File: src/rtl/line_error_pkg.sv
package line_error_pkg;

    localparam int ADDR_W  = 12;
    localparam int DATA_W  = 32;
    localparam int FLAG_W  = 6;
    localparam int EVENT_W = 5;
    localparam int COUNT_W = 16;
    localparam int TICK_W  = 28;

    localparam logic [ADDR_W-1:0] FLAGS_OFS      = 12'h000;
    localparam logic [ADDR_W-1:0] MASK_OFS       = 12'h004;
    localparam logic [ADDR_W-1:0] COUNT_LOW_OFS  = 12'h008;
    localparam logic [ADDR_W-1:0] COUNT_HIGH_OFS = 12'h00C;
    localparam logic [ADDR_W-1:0] CTRL_OFS       = 12'h010;
    localparam logic [ADDR_W-1:0] EDGE_OFS       = 12'h014;
    localparam logic [ADDR_W-1:0] LIVE_OFS       = 12'h018;

    localparam int BPV_A_BIT   = 5;
    localparam int BPV_B_BIT   = 4;
    localparam int EXZ_A_BIT   = 3;
    localparam int EXZ_B_BIT   = 2;
    localparam int PAT_ERR_BIT = 1;
    localparam int OVF_BIT     = 0;

    localparam int CTRL_UPDATE_BIT = 0;
    localparam int CTRL_MODE_BIT   = 1;

    localparam logic [FLAG_W-1:0]  FLAGS_RST = 6'h00;
    localparam logic [FLAG_W-1:0]  MASK_RST  = 6'h00;
    localparam logic [EVENT_W-1:0] EDGE_RST  = 5'h00;
    localparam logic [COUNT_W-1:0] COUNT_RST = 16'h0000;
    localparam logic [COUNT_W-1:0] COUNT_MAX = 16'hFFFF;
    localparam logic [DATA_W-1:0]  RD_ZERO   = 32'h00000000;

    localparam int CLK_FREQ_KHZ  = 200000;
    localparam int ROUND_TIME_MS = 1000;
    localparam int ROUND_CYCLES  = CLK_FREQ_KHZ * ROUND_TIME_MS;

    function automatic logic reg_hit(input logic [ADDR_W-1:0] addr, input logic [ADDR_W-1:0] ofs);
        return addr == ofs;
    endfunction : reg_hit

endpackage : line_error_pkg

File: src/rtl/count_if.sv
`timescale 1ns/1ps
interface count_if;
    logic        err_pulse;
    logic        mode_auto;
    logic        manual_req;
    logic [15:0] visible;
    logic        overflow;

    modport owner   (output err_pulse, output mode_auto, output manual_req, input visible, input overflow);
    modport counter (input err_pulse, input mode_auto, input manual_req, output visible, output overflow);
endinterface : count_if

File: src/rtl/event_edge.sv
`timescale 1ns/1ps
module event_edge #(
    parameter int WIDTH = 1
) (
    input  wire logic             ref_clk,
    input  wire logic             reset,
    input  wire logic [WIDTH-1:0] level,
    input  wire logic [WIDTH-1:0] any_edge,
    output logic      [WIDTH-1:0] set
);

    logic [WIDTH-1:0] prev_ff;

    always_ff @(posedge ref_clk or posedge reset) begin
        if (reset) begin
            prev_ff <= '0;
        end else begin
            prev_ff <= level;
        end
    end

    // Select zero reports rising edges only, select one reports both.
    for (genvar i = 0; i < WIDTH; i++) begin : g_edge
        assign set[i] = any_edge[i] ? (level[i] ^ prev_ff[i]) : (level[i] & ~prev_ff[i]);
    end

endmodule : event_edge

File: src/rtl/error_counter.sv
`timescale 1ns/1ps
module error_counter
    import line_error_pkg::*;
#(
    parameter int unsigned round_cycles = ROUND_CYCLES
) (
    input  wire logic ref_clk,
    input  wire logic reset,
    count_if.counter  cif
);

    logic [COUNT_W-1:0] accum_ff;
    logic [COUNT_W-1:0] visible_ff;
    logic               overflow_ff;
    logic [TICK_W-1:0]  tick_ff;
    logic               round_tick;
    logic               update;

    assign round_tick = (tick_ff == TICK_W'(round_cycles - 1));
    assign update     = cif.mode_auto ? round_tick : cif.manual_req;

    always_ff @(posedge ref_clk or posedge reset) begin
        if (reset) begin
            tick_ff <= '0;
        end else if (!cif.mode_auto || round_tick) begin
            tick_ff <= '0;
        end else begin
            tick_ff <= tick_ff + 1'b1;
        end
    end

    // The count saturates so that an overflowed round never reads as a small number.
    always_ff @(posedge ref_clk or posedge reset) begin
        if (reset) begin
            accum_ff <= COUNT_RST;
        end else if (update) begin
            accum_ff <= {{(COUNT_W-1){1'b0}}, cif.err_pulse};
        end else if (cif.err_pulse && accum_ff != COUNT_MAX) begin
            accum_ff <= accum_ff + 1'b1;
        end
    end

    always_ff @(posedge ref_clk or posedge reset) begin
        if (reset) begin
            overflow_ff <= 1'b0;
        end else begin
            overflow_ff <= cif.err_pulse && !update && accum_ff == COUNT_MAX;
        end
    end

    always_ff @(posedge ref_clk or posedge reset) begin
        if (reset) begin
            visible_ff <= COUNT_RST;
        end else if (update) begin
            visible_ff <= accum_ff;
        end
    end

    assign cif.visible  = visible_ff;
    assign cif.overflow = overflow_ff;

    ////////////////////////////////////////////////////////////////////////////////////////////////////

    property p_manual_hold;
        @(posedge ref_clk) disable iff (reset)
        !cif.mode_auto && !cif.manual_req |=> $stable(visible_ff);
    endproperty
    a_manual_hold: assert property (p_manual_hold)
        else $error("Visible count changed without a manual request.");

    property p_manual_load;
        @(posedge ref_clk) disable iff (reset)
        !cif.mode_auto && cif.manual_req |=> visible_ff == $past(accum_ff);
    endproperty
    a_manual_load: assert property (p_manual_load)
        else $error("Manual request did not load the running count.");

    property p_overflow_pulse;
        @(posedge ref_clk) disable iff (reset)
        accum_ff == COUNT_MAX && cif.err_pulse && !update |=> overflow_ff && accum_ff == COUNT_MAX;
    endproperty
    a_overflow_pulse: assert property (p_overflow_pulse)
        else $error("Counter overflow not reported or count not saturated.");

endmodule : error_counter

File: src/rtl/line_error_irq_status_counter.sv
// Register access over APB and the register addresses were left to the implementer.
`timescale 1ns/1ps
module line_error_irq_status_counter
    import line_error_pkg::*;
#(
    parameter int unsigned round_cycles = ROUND_CYCLES
) (
    input  wire logic              ref_clk,
    input  wire logic              reset,
    input  wire logic              psel,
    input  wire logic              penable,
    input  wire logic              pwrite,
    input  wire logic [ADDR_W-1:0] paddr,
    input  wire logic [DATA_W-1:0] pwdata,
    output logic      [DATA_W-1:0] prdata,
    output logic                   pready,
    output logic                   pslverr,
    output logic                   irq,
    input  wire logic              bpv_a_level,
    input  wire logic              bpv_b_level,
    input  wire logic              exz_a_level,
    input  wire logic              exz_b_level,
    input  wire logic              pattern_error_level,
    input  wire logic              error_pulse
);

    ////////////////////////////////////////////////////////////////////////////////////////////////////

    logic [FLAG_W-1:0]  flags_ff;
    logic [FLAG_W-1:0]  nxt_flags;
    logic [FLAG_W-1:0]  mask_ff;
    logic [EVENT_W-1:0] edge_sel_ff;
    logic [EVENT_W-1:0] event_level;
    logic [EVENT_W-1:0] event_set;
    logic               mode_auto_ff;
    logic               manual_req_ff;
    logic [DATA_W-1:0]  prdata_ff;
    logic [DATA_W-1:0]  rd_word;
    logic               pready_ff;
    logic               pslverr_ff;
    logic               irq_ff;
    logic               mapped;
    logic               answer;
    logic               accept;
    logic               wr_en;

    count_if cif ();

    ////////////////////////////////////////////////////////////////////////////////////////////////////

    assign event_level = {bpv_a_level, bpv_b_level, exz_a_level, exz_b_level, pattern_error_level};

    event_edge #(
        .WIDTH    (EVENT_W)
    ) u_edges (
        .ref_clk  (ref_clk),
        .reset    (reset),
        .level    (event_level),
        .any_edge (edge_sel_ff),
        .set      (event_set)
    );

    assign cif.err_pulse  = error_pulse;
    assign cif.mode_auto  = mode_auto_ff;
    assign cif.manual_req = manual_req_ff;

    error_counter #(
        .round_cycles (round_cycles)
    ) u_counter (
        .ref_clk      (ref_clk),
        .reset        (reset),
        .cif          (cif.counter)
    );

    ////////////////////////////////////////////////////////////////////////////////////////////////////

    // Every access takes one wait cycle; data and error are registered with pready.
    assign mapped = reg_hit(paddr, FLAGS_OFS) || reg_hit(paddr, MASK_OFS)
                 || reg_hit(paddr, COUNT_LOW_OFS) || reg_hit(paddr, COUNT_HIGH_OFS)
                 || reg_hit(paddr, CTRL_OFS) || reg_hit(paddr, EDGE_OFS) || reg_hit(paddr, LIVE_OFS);
    assign answer = psel && penable && !pready_ff;
    assign accept = psel && penable && pready_ff;
    assign wr_en  = accept && pwrite && !pslverr_ff;

    always_ff @(posedge ref_clk or posedge reset) begin
        if (reset) begin
            pready_ff <= 1'b0;
        end else begin
            pready_ff <= answer;
        end
    end

    always_ff @(posedge ref_clk or posedge reset) begin
        if (reset) begin
            pslverr_ff <= 1'b0;
        end else begin
            pslverr_ff <= answer && !mapped;
        end
    end

    always_comb begin
        rd_word = RD_ZERO;
        if (reg_hit(paddr, FLAGS_OFS)) begin
            rd_word[FLAG_W-1:0] = flags_ff;
        end else if (reg_hit(paddr, MASK_OFS)) begin
            rd_word[FLAG_W-1:0] = mask_ff;
        end else if (reg_hit(paddr, COUNT_LOW_OFS)) begin
            rd_word[7:0] = cif.visible[7:0];
        end else if (reg_hit(paddr, COUNT_HIGH_OFS)) begin
            rd_word[7:0] = cif.visible[15:8];
        end else if (reg_hit(paddr, CTRL_OFS)) begin
            rd_word[CTRL_MODE_BIT] = mode_auto_ff;
        end else if (reg_hit(paddr, EDGE_OFS)) begin
            rd_word[EVENT_W-1:0] = edge_sel_ff;
        end else if (reg_hit(paddr, LIVE_OFS)) begin
            rd_word[EVENT_W-1:0] = event_level;
        end
    end

    always_ff @(posedge ref_clk or posedge reset) begin
        if (reset) begin
            prdata_ff <= RD_ZERO;
        end else if (answer && !pwrite) begin
            prdata_ff <= rd_word;
        end else if (accept) begin
            prdata_ff <= RD_ZERO;
        end
    end

    ////////////////////////////////////////////////////////////////////////////////////////////////////

    // A clear and a new event in the same cycle leave the flag set.
    always_comb begin
        nxt_flags = flags_ff;
        if (wr_en && reg_hit(paddr, FLAGS_OFS)) begin
            nxt_flags = flags_ff & ~pwdata[FLAG_W-1:0];
        end
        nxt_flags[BPV_A_BIT]   = nxt_flags[BPV_A_BIT] | event_set[BPV_A_BIT-1];
        nxt_flags[BPV_B_BIT]   = nxt_flags[BPV_B_BIT] | event_set[BPV_B_BIT-1];
        nxt_flags[EXZ_A_BIT]   = nxt_flags[EXZ_A_BIT] | event_set[EXZ_A_BIT-1];
        nxt_flags[EXZ_B_BIT]   = nxt_flags[EXZ_B_BIT] | event_set[EXZ_B_BIT-1];
        nxt_flags[PAT_ERR_BIT] = nxt_flags[PAT_ERR_BIT] | event_set[PAT_ERR_BIT-1];
        nxt_flags[OVF_BIT]     = nxt_flags[OVF_BIT] | cif.overflow;
    end

    always_ff @(posedge ref_clk or posedge reset) begin
        if (reset) begin
            flags_ff <= FLAGS_RST;
        end else begin
            flags_ff <= nxt_flags;
        end
    end

    always_ff @(posedge ref_clk or posedge reset) begin
        if (reset) begin
            mask_ff <= MASK_RST;
        end else if (wr_en && reg_hit(paddr, MASK_OFS)) begin
            mask_ff <= pwdata[FLAG_W-1:0];
        end
    end

    always_ff @(posedge ref_clk or posedge reset) begin
        if (reset) begin
            edge_sel_ff <= EDGE_RST;
        end else if (wr_en && reg_hit(paddr, EDGE_OFS)) begin
            edge_sel_ff <= pwdata[EVENT_W-1:0];
        end
    end

    ////////////////////////////////////////////////////////////////////////////////////////////////////

    always_ff @(posedge ref_clk or posedge reset) begin
        if (reset) begin
            mode_auto_ff <= 1'b0;
        end else if (wr_en && reg_hit(paddr, CTRL_OFS)) begin
            mode_auto_ff <= pwdata[CTRL_MODE_BIT];
        end
    end

    // The update bit is a self-clearing strobe; it only matters in manual mode.
    always_ff @(posedge ref_clk or posedge reset) begin
        if (reset) begin
            manual_req_ff <= 1'b0;
        end else begin
            manual_req_ff <= wr_en && reg_hit(paddr, CTRL_OFS) && pwdata[CTRL_UPDATE_BIT];
        end
    end

    always_ff @(posedge ref_clk or posedge reset) begin
        if (reset) begin
            irq_ff <= 1'b0;
        end else begin
            irq_ff <= |(flags_ff & mask_ff);
        end
    end

    assign prdata  = prdata_ff;
    assign pready  = pready_ff;
    assign pslverr = pslverr_ff;
    assign irq     = irq_ff;

    ////////////////////////////////////////////////////////////////////////////////////////////////////

    property p_bpv_a_set;
        @(posedge ref_clk) disable iff (reset)
        $rose(bpv_a_level) |=> flags_ff[BPV_A_BIT] ##1 (flags_ff[BPV_A_BIT] || $past(wr_en));
    endproperty
    a_bpv_a_set: assert property (p_bpv_a_set)
        else $error("Bipolar violation A edge did not set its flag.");

    property p_w1c_clear;
        @(posedge ref_clk) disable iff (reset)
        wr_en && reg_hit(paddr, FLAGS_OFS) && !(|event_set) && !cif.overflow
            |=> (flags_ff & FLAG_W'($past(pwdata))) == FLAGS_RST;
    endproperty
    a_w1c_clear: assert property (p_w1c_clear)
        else $error("Writing one did not clear an interrupt flag.");

    property p_w0_keep;
        @(posedge ref_clk) disable iff (reset)
        wr_en && reg_hit(paddr, FLAGS_OFS) && pwdata[FLAG_W-1:0] == FLAGS_RST
            |=> (flags_ff & $past(flags_ff)) == $past(flags_ff);
    endproperty
    a_w0_keep: assert property (p_w0_keep)
        else $error("Writing zero changed an interrupt flag.");

    property p_bpv_b_set;
        @(posedge ref_clk) disable iff (reset)
        $rose(bpv_b_level) |=> flags_ff[BPV_B_BIT];
    endproperty
    a_bpv_b_set: assert property (p_bpv_b_set)
        else $error("Bipolar violation B edge did not set its flag.");

    property p_exz_a_set;
        @(posedge ref_clk) disable iff (reset)
        $rose(exz_a_level) |=> flags_ff[EXZ_A_BIT];
    endproperty
    a_exz_a_set: assert property (p_exz_a_set)
        else $error("Excess zeros A edge did not set its flag.");

    property p_exz_b_fall;
        @(posedge ref_clk) disable iff (reset)
        $fell(exz_b_level) && edge_sel_ff[EXZ_B_BIT-1] |=> flags_ff[EXZ_B_BIT];
    endproperty
    a_exz_b_fall: assert property (p_exz_b_fall)
        else $error("Excess zeros B fall with any-edge select did not set its flag.");

    property p_pattern_set;
        @(posedge ref_clk) disable iff (reset)
        $rose(pattern_error_level) |=> flags_ff[PAT_ERR_BIT];
    endproperty
    a_pattern_set: assert property (p_pattern_set)
        else $error("Pattern checker error did not set its flag.");

    property p_overflow_flag;
        @(posedge ref_clk) disable iff (reset)
        cif.overflow |=> flags_ff[OVF_BIT];
    endproperty
    a_overflow_flag: assert property (p_overflow_flag)
        else $error("Counter overflow did not set its flag.");

    property p_count_low_read;
        @(posedge ref_clk) disable iff (reset)
        answer && !pwrite && reg_hit(paddr, COUNT_LOW_OFS)
            |=> pready_ff && prdata_ff == {24'h000000, 8'($past(cif.visible))};
    endproperty
    a_count_low_read: assert property (p_count_low_read)
        else $error("Low count byte read returned the wrong value.");

    property p_rise_only;
        @(posedge ref_clk) disable iff (reset)
        $fell(exz_a_level) && !edge_sel_ff[EXZ_A_BIT-1] && !flags_ff[EXZ_A_BIT] |=> !flags_ff[EXZ_A_BIT];
    endproperty
    a_rise_only: assert property (p_rise_only)
        else $error("Falling edge set a flag while rising-only was selected.");

    property p_irq_level;
        @(posedge ref_clk) disable iff (reset)
        (|(flags_ff & mask_ff)) [*2] |-> irq_ff;
    endproperty
    a_irq_level: assert property (p_irq_level)
        else $error("Interrupt low while an enabled flag is set.");

    property p_irq_release;
        @(posedge ref_clk) disable iff (reset)
        !(|(flags_ff & mask_ff)) [*2] |-> !irq_ff;
    endproperty
    a_irq_release: assert property (p_irq_release)
        else $error("Interrupt high with no enabled flag set.");

    property p_exz_b_set;
        @(posedge ref_clk) disable iff (reset)
        $rose(exz_b_level) |=> flags_ff[EXZ_B_BIT];
    endproperty
    a_exz_b_set: assert property (p_exz_b_set)
        else $error("Excess zeros B edge did not set its flag.");

    property p_pattern_fall;
        @(posedge ref_clk) disable iff (reset)
        $fell(pattern_error_level) && edge_sel_ff[PAT_ERR_BIT-1] |=> flags_ff[PAT_ERR_BIT];
    endproperty
    a_pattern_fall: assert property (p_pattern_fall)
        else $error("Pattern checker fall with any-edge select did not set its flag.");

    property p_flag_hold;
        @(posedge ref_clk) disable iff (reset)
        !(wr_en && reg_hit(paddr, FLAGS_OFS)) |=> (flags_ff & $past(flags_ff)) == $past(flags_ff);
    endproperty
    a_flag_hold: assert property (p_flag_hold)
        else $error("An interrupt flag cleared without a write of one.");

    property p_count_high_read;
        @(posedge ref_clk) disable iff (reset)
        answer && !pwrite && reg_hit(paddr, COUNT_HIGH_OFS)
            |=> pready_ff && prdata_ff == {24'h000000, 8'($past(cif.visible) >> 8)};
    endproperty
    a_count_high_read: assert property (p_count_high_read)
        else $error("High count byte read returned the wrong value.");

    property p_mode_write;
        @(posedge ref_clk) disable iff (reset)
        wr_en && reg_hit(paddr, CTRL_OFS) |=> mode_auto_ff == 1'($past(pwdata) >> CTRL_MODE_BIT);
    endproperty
    a_mode_write: assert property (p_mode_write)
        else $error("Counter mode bit did not follow the control write.");

    property p_irq_on;
        @(posedge ref_clk) disable iff (reset)
        (|(flags_ff & mask_ff)) |=> irq_ff;
    endproperty
    a_irq_on: assert property (p_irq_on)
        else $error("Interrupt did not rise one cycle after an enabled flag.");

    property p_irq_off;
        @(posedge ref_clk) disable iff (reset)
        !(|(flags_ff & mask_ff)) |=> !irq_ff;
    endproperty
    a_irq_off: assert property (p_irq_off)
        else $error("Interrupt did not fall one cycle after the last enabled flag.");

endmodule : line_error_irq_status_counter

File: config.mk
export PLATFORM = sky130hd
export DESIGN_NAME = line_error_irq_status_counter
export DESIGN_NICKNAME = d
export VERILOG_FILES = /design/src/rtl/line_error_pkg.sv /design/src/rtl/count_if.sv /design/src/rtl/event_edge.sv /design/src/rtl/error_counter.sv /design/src/rtl/line_error_irq_status_counter.sv
export SDC_FILE = /design/constraint.sdc
export NUM_CORES = 1
export LEC_CHECK = 0
export BUFFER_PORTS_ARGS = -buffer_cell sky130_fd_sc_hd__buf_2
export CORE_MARGIN = 5
export CORE_UTILIZATION = 55
export CTS_BUF_LIST = sky130_fd_sc_hd__clkbuf_4
export DETAILED_ROUTE_END_ITERATION = 10
export PLACE_DENSITY = 0.79
export SLEW_MARGIN = 20
export SYNTH_ARGS = -nofsm -noshare
export SYNTH_HDL_FRONTEND = slang
export SYNTH_SLANG_ARGS = --single-unit
export TNS_END_PERCENT = 5
File: constraint.sdc
create_clock -name ref_clk -period 4.1 [get_ports ref_clk]
set_clock_uncertainty 0.1 [all_clocks]
set_input_delay 0.82 -clock ref_clk [delete_from_list [all_inputs] [get_ports ref_clk]]
set_output_delay 0.82 -clock ref_clk [all_outputs]
set_load 0.05 [all_outputs]
# Word level (Yosys, flattened, before mapping)
# Cells that the tools add are included.
word_totals:
  reg_bits: 120
  inputBits: 55
  output_inout_bits: 35
  wordCells: 105
classes:
  n_addsub: 2
  n_eq_ne: 9
  muxes: 24
  bitwise: 24
  n_reduce_logical: 32
ops:
  columns: ["cell", "count"]
  rows:
  - ["two-way mux 32 bit", 2]
  - ["equality test 12 x 5 -> 1 bit (second input constant)", 3]
  - ["two-way mux 16 bit", 2]
  - ["adder 28 x 1 -> 28 bit (second input constant)", 1]
  - ["equality test 28 bit (second input constant)", 1]
  - ["two-way mux 28 bit", 1]
  - ["equality test 12 x 4 -> 1 bit (second input constant)", 2]
  - ["two-way mux 6 bit", 3]
  - ["adder 16 x 1 -> 16 bit (second input constant)", 1]
  - ["equality test 16 bit (second input constant)", 1]
  - ["inequality test 16 bit (second input constant)", 1]
  - ["logical AND 1 bit", 15]
  - ["two-way mux 5 bit", 3]
  - ["bitwise AND 6 bit", 2]
  - ["equality test 12 x 3 -> 1 bit (second input constant)", 1]
  - ["logical NOT 12 bit", 1]
  - ["two-way mux 1 bit", 8]
  - ["two-way mux 8 bit", 1]
  - ["logical OR 1 bit", 7]
  - ["logical NOT 1 bit", 6]
  - ["two-way mux 3 bit", 2]
  - ["inverter 6 bit", 1]
  - ["OR 1 bit", 6]
  - ["OR reduction 6 bit", 1]
  - ["other kinds (5)", 19]

# Logic depth before layout (Yosys ltp)
depth:
  depth_word: 9
  ltp_mapped: 8
  depth_no_buf: 6

# Cells and area by module
# A second synthesis with hierarchy kept.
unflattened:
  hier_cells: 525
  hier_area_um2: 5023.6
by_module_without_submodules:
  columns: ["mod", "n_inst", "cells_per_inst", "area_per_inst_um2", "seq_area_each_um2"]
  rows:
  - ["error_counter", 1, 316, 2960.3, 1526.5]
  - ["line_error_irq_status_counter", 1, 183, 1789.2, 750.7]
  - ["event_edge", 1, 26, 274.0, 125.1]

# Worst setup path before layout
# No wires, ideal clock.
synth_path:
  path_type: "input to register"
  startpoint: "input port paddr[10]"
  endpoint: "register mask_ff[1]"
  setup_ns: 0.125
  t_arrival_ns: 2.285
  t_required_ns: 3.875
  slack_ns: 1.590
  cell_stages: 5
  n_path_buf: 1
  path_cell_list: "or4_1 -> nor4_2 -> buf_2 -> nand2_2 -> mux2_2"
synth_between:
  elab_chain_cells: 2
synth_rtl:
  columns: ["element", "line", "source"]
  rows:
  - ["start: declaration", "line_error_irq_status_counter.sv:13", "input wire logic [ADDR_W-1:0] paddr,"]
  - ["equality test 12 x 3 -> 1 bit", "line_error_pkg.sv:40", "return addr == ofs;"]
  - ["logical AND 1 bit", "line_error_irq_status_counter.sv:157", "end else if (wr_en && reg_hit(paddr, MASK_OFS)) begin"]
  - ["end signal: assignment", "line_error_irq_status_counter.sv:158", "mask_ff <= pwdata[FLAG_W-1:0];"]
  - ["end: declaration", "line_error_irq_status_counter.sv:31", "logic [FLAG_W-1:0] mask_ff;"]
# No other way between the ends.
# A chain may end at the register's enable or synchronous reset.

# Final worst setup path
layout_path:
  startpoint: "input port paddr[2]"
  endpoint: "register edge_sel_ff[1]"
layout_between:
  elab_chain_cells: 2
layout_rtl:
  columns: ["element", "line", "source"]
  rows:
  - ["equality test 12 x 5 -> 1 bit", "line_error_pkg.sv:40", null]
  - ["logical AND 1 bit", "line_error_irq_status_counter.sv:165", "end else if (wr_en && reg_hit(paddr, EDGE_OFS)) begin"]
  - ["end signal: assignment", "line_error_irq_status_counter.sv:166", "edge_sel_ff <= pwdata[EVENT_W-1:0];"]
  - ["end: declaration", "line_error_irq_status_counter.sv:32", "logic [EVENT_W-1:0] edge_sel_ff;"]
# No other way between the ends.

==> run summary <==
First-pass DRT Iterations: 4
Boundary Pins: 90
Endpoints failing setup: 0
Cell Area, Synth: 0.004913 mm^2
Post-CTS sizing: 0
Avg Inst Size Synth: 10.26 um^2
Max frequency: 372.4 MHz
Mapped Cells: 479
Setup TNS: 0 ns
Synth top cells by count: dfrtp_1, nor2_1, nand2_1
Number of cells on the critical path: 5
Detail Placement HPWL: 7368 um
Post-synthesis mux area share: 8.251%
Number of diodes: 0
Main combinational cell family by area after synthesis: simple AND/OR/NAND/NOR gates
Switching share of power: 28.53%
Ys Warns: 0
CP Capture Type: flop
First-pass GRT wire length: 16,830 um
Worst EP required: 4.32 ns
Clock transition at path regs: 0.14 ns
CTS tree: done
Most common cell in the synthesized netlist: dfrtp_1
RSZ-0062 raised after global routing: false
Leakage power total: 2.380 nW
Worst reg2reg setup slack: 1.58 ns
CP max stage delay: 0.48 ns
Final Power: 1.722 mW
Hold slack final: 0.3520 ns
Top cell family by delay on the critical path: simple AND/OR/NAND/NOR gates
Post-CTS Repair Setup Buffers: 0
Min Tclk post-route: 2.685 ns
Hold-fix buffers, CTS: 0
Final hold vios: 0
Port bufs: 39
Fillers: 728
Placement Cell Area: 0.005090 mm^2
Worst Path Buf+Inv: 1
Layout cells sized above 1: 17.82%
Leading area contributor after synthesis: dfrtp_1
Initial antenna violation count: 0
Reg2reg path depth: 5
Post-synth EDFFs: 0
Pwr/cell area: 329.6 mW/mm^2
#FFs+latches synth: 96
Flop pwr share: 59.5%
Master of the slowest instance on the critical path: nor2b_1
Startpoint class of the critical path: input pin
Clk buf depth: 2
Chip height: 104.5 um
Clock Latency Late Sink: 0.44 ns
Core Util, Final: 59.91%
CP Cell Sequence: buf_2 -> nor2b_1 -> nor4b_1 -> nand4_1 -> mux2_2
Root Buffer Master: clkbuf_4
Synth async-reset ratio: 100.0%
First-iteration detailed-routing DRC count: 189
Core area: 0.008721 mm^2
Clock power share: 28.6%
Net load switching power: 491.4 uW
Post-Synth XOR/XNOR Area: 6.595%
Max IR drop VDD: 0.2995 mV
Total Routing Usage GR: 18.48%
Pint: 1.231 mW
HP Class: reg -> reg
Final std cells w/o fill: 630
Post-route cell area: 0.005225 mm^2
Max-slew headroom: 44.54%
Largest net degree at the start of global routing: 65
Via Count: 3,620
Adder-cell area share of the yosys netlist: 1.783%
Vias in the first global route: 3,569
Setup CP Type: in -> reg
Gpl congestion: 0.8624
CTS sink count: 96
Initial Utilization: 56.34%
Antenna Nets Post-Route: 0
Total area of sequential cells: 0.002402 mm^2
Nets: 580
Status: complete, no violations
CP max FO: 23
# rows: 34
Period utilisation layout: 65.49%
H-Tree Depth: 3
Top_reg_cell synth: dfrtp_1
Num CTS Buffers: 9
Fin worst setup slack: 1.415 ns
Total grt overflow: 0
Worst Max-Slew Pin Slew: 0.8299 ns
WL final: 9973 um
Critical R2R Launch: u_counter.tick_ff[13]
Synth area leaders: dfrtp_1, mux2_2, nor2_1, xor2_1, buf_4
DP Cell Count: 615
Data arrival, critical path: 2.91 ns
Area of the multi-input gates: 0.002281 mm^2
Post-DR wirelength/cell: 15.83 um
Critical path launch point: paddr[2]
Logic pwr share: 11.9%
Synth top area share: 48.89%
Die ar.: 0.01092 mm^2
Pre-CTS setup slack: 1.011 ns
Critical Path Sink: edge_sel_ff[1]
Compound-Gate Fraction of Synth Area: 8.098%
DIE WIDTH: 104.5 um
Post-Synth Simple-Gate Area: 19.86%
Layout area overhead: 6.341%
Slew Limit Fails: 0
Cell variety after synth: 53
Register area share after synthesis: 48.89%
Drt via density: 5.746
Max Cap Viol: 0
DRC violations left: 0
R2R Path End: u_counter.tick_ff[16]
-- how the worst min path moves through the flow --
stage / startpoint / end / slack (ns) / depth (start not counted)
6_report: u_counter.cif.overflow / flags_ff[0] / 0.35 / 1
3_5_place_dp: u_counter.cif.overflow / flags_ff[0] / 0.32 / 1
5_1_grt: exz_a_level / u_edges.prev_ff[2] / 0.38 / 1
4_1_cts: u_counter.cif.overflow / flags_ff[0] / 0.35 / 1
3_3_place_gp: u_counter.cif.overflow / flags_ff[0] / 0.31 / 1
2_1_floorplan: u_counter.cif.overflow / flags_ff[0] / 0.30 / 1
-- sequential cells by signal (all words and copies together), names as in the netlist --
register                flops
prdata                      8
u_counter.accum_ff         16
edge_sel_ff                 5
flags_ff                    6
irq                         1
u_edges.prev_ff             5
cif.manual_req              1
u_counter.cif.visible      16
mask_ff                     6
u_counter.cif.overflow      1
pslverr                     1
u_counter.tick_ff          28
pready                      1
cif.mode_auto               1
-- layout make-up --
type	count	area share [%]
timing repair buffer	43	4.310
sequential	96	45.98
multi-input combinational	356	43.65
tap	108	2.586
clock buffer	10	1.437
inverter	12	0.9100
clock inverter	5	1.125
-- power groups by stage --
stage / clock (mW) / sequential [mW] / combinational [mW]
after floorplan: 0 / 1.03 / 0.172
after global placement: 0 / 1.04 / 0.198
after detailed placement: 0 / 1.04 / 0.205
after CTS: 0.505 / 1.02 / 0.206
after global routing: 0.547 / 1.03 / 0.229
final: 0.493 / 1.02 / 0.205
-- cells by family (layout without fill, tap and decap cells) --
logic type               after synthesis  in the layout
AO/OA/AOI/OAI                         60             60
XOR/XNOR                              37             37
adder cells (fa/ha/maj)                7              7
buffers and inverters                 50             70
flip-flops                            96             96
multiplexers                          36             36
other                                  1             24
AND/OR/NAND/NOR                      192            192
-- metal layers --
| layer | track usage, % | wire [um] | vias up |
|---|---|---|---|
| met4 | 5.273 | 193 | 0 |
| met3 | 4.283 | 549 | 18 |
| met5 | 0 | 0 | - |
| met2 | 30.00 | 4913 | 98 |
| li1 | - | - | 1723 |
| met1 | 24.83 | 4318 | 1781 |
-- layout by cell type, fill, tap and decap left out, types with 4 or more instances in the layout --
cell type	n
nand4_1	14
clkbuf_4	10
xor2_1	23
nand3_1	28
inv_1	11
nand2b_1	4
and4_1	4
conb_1	24
o21ai_0	16
a22oi_1	7
buf_2	39
and3_1	9
ha_1	7
xnor2_1	14
dfrtp_1	96
a21o_1	6
nor4_2	4
a21oi_1	11
mux2i_1	9
nand2_1	36
nor3_1	14
nor2_1	55
buf_4	4
mux2_2	26
Note: power is estimated with default switching activity, not from simulation.
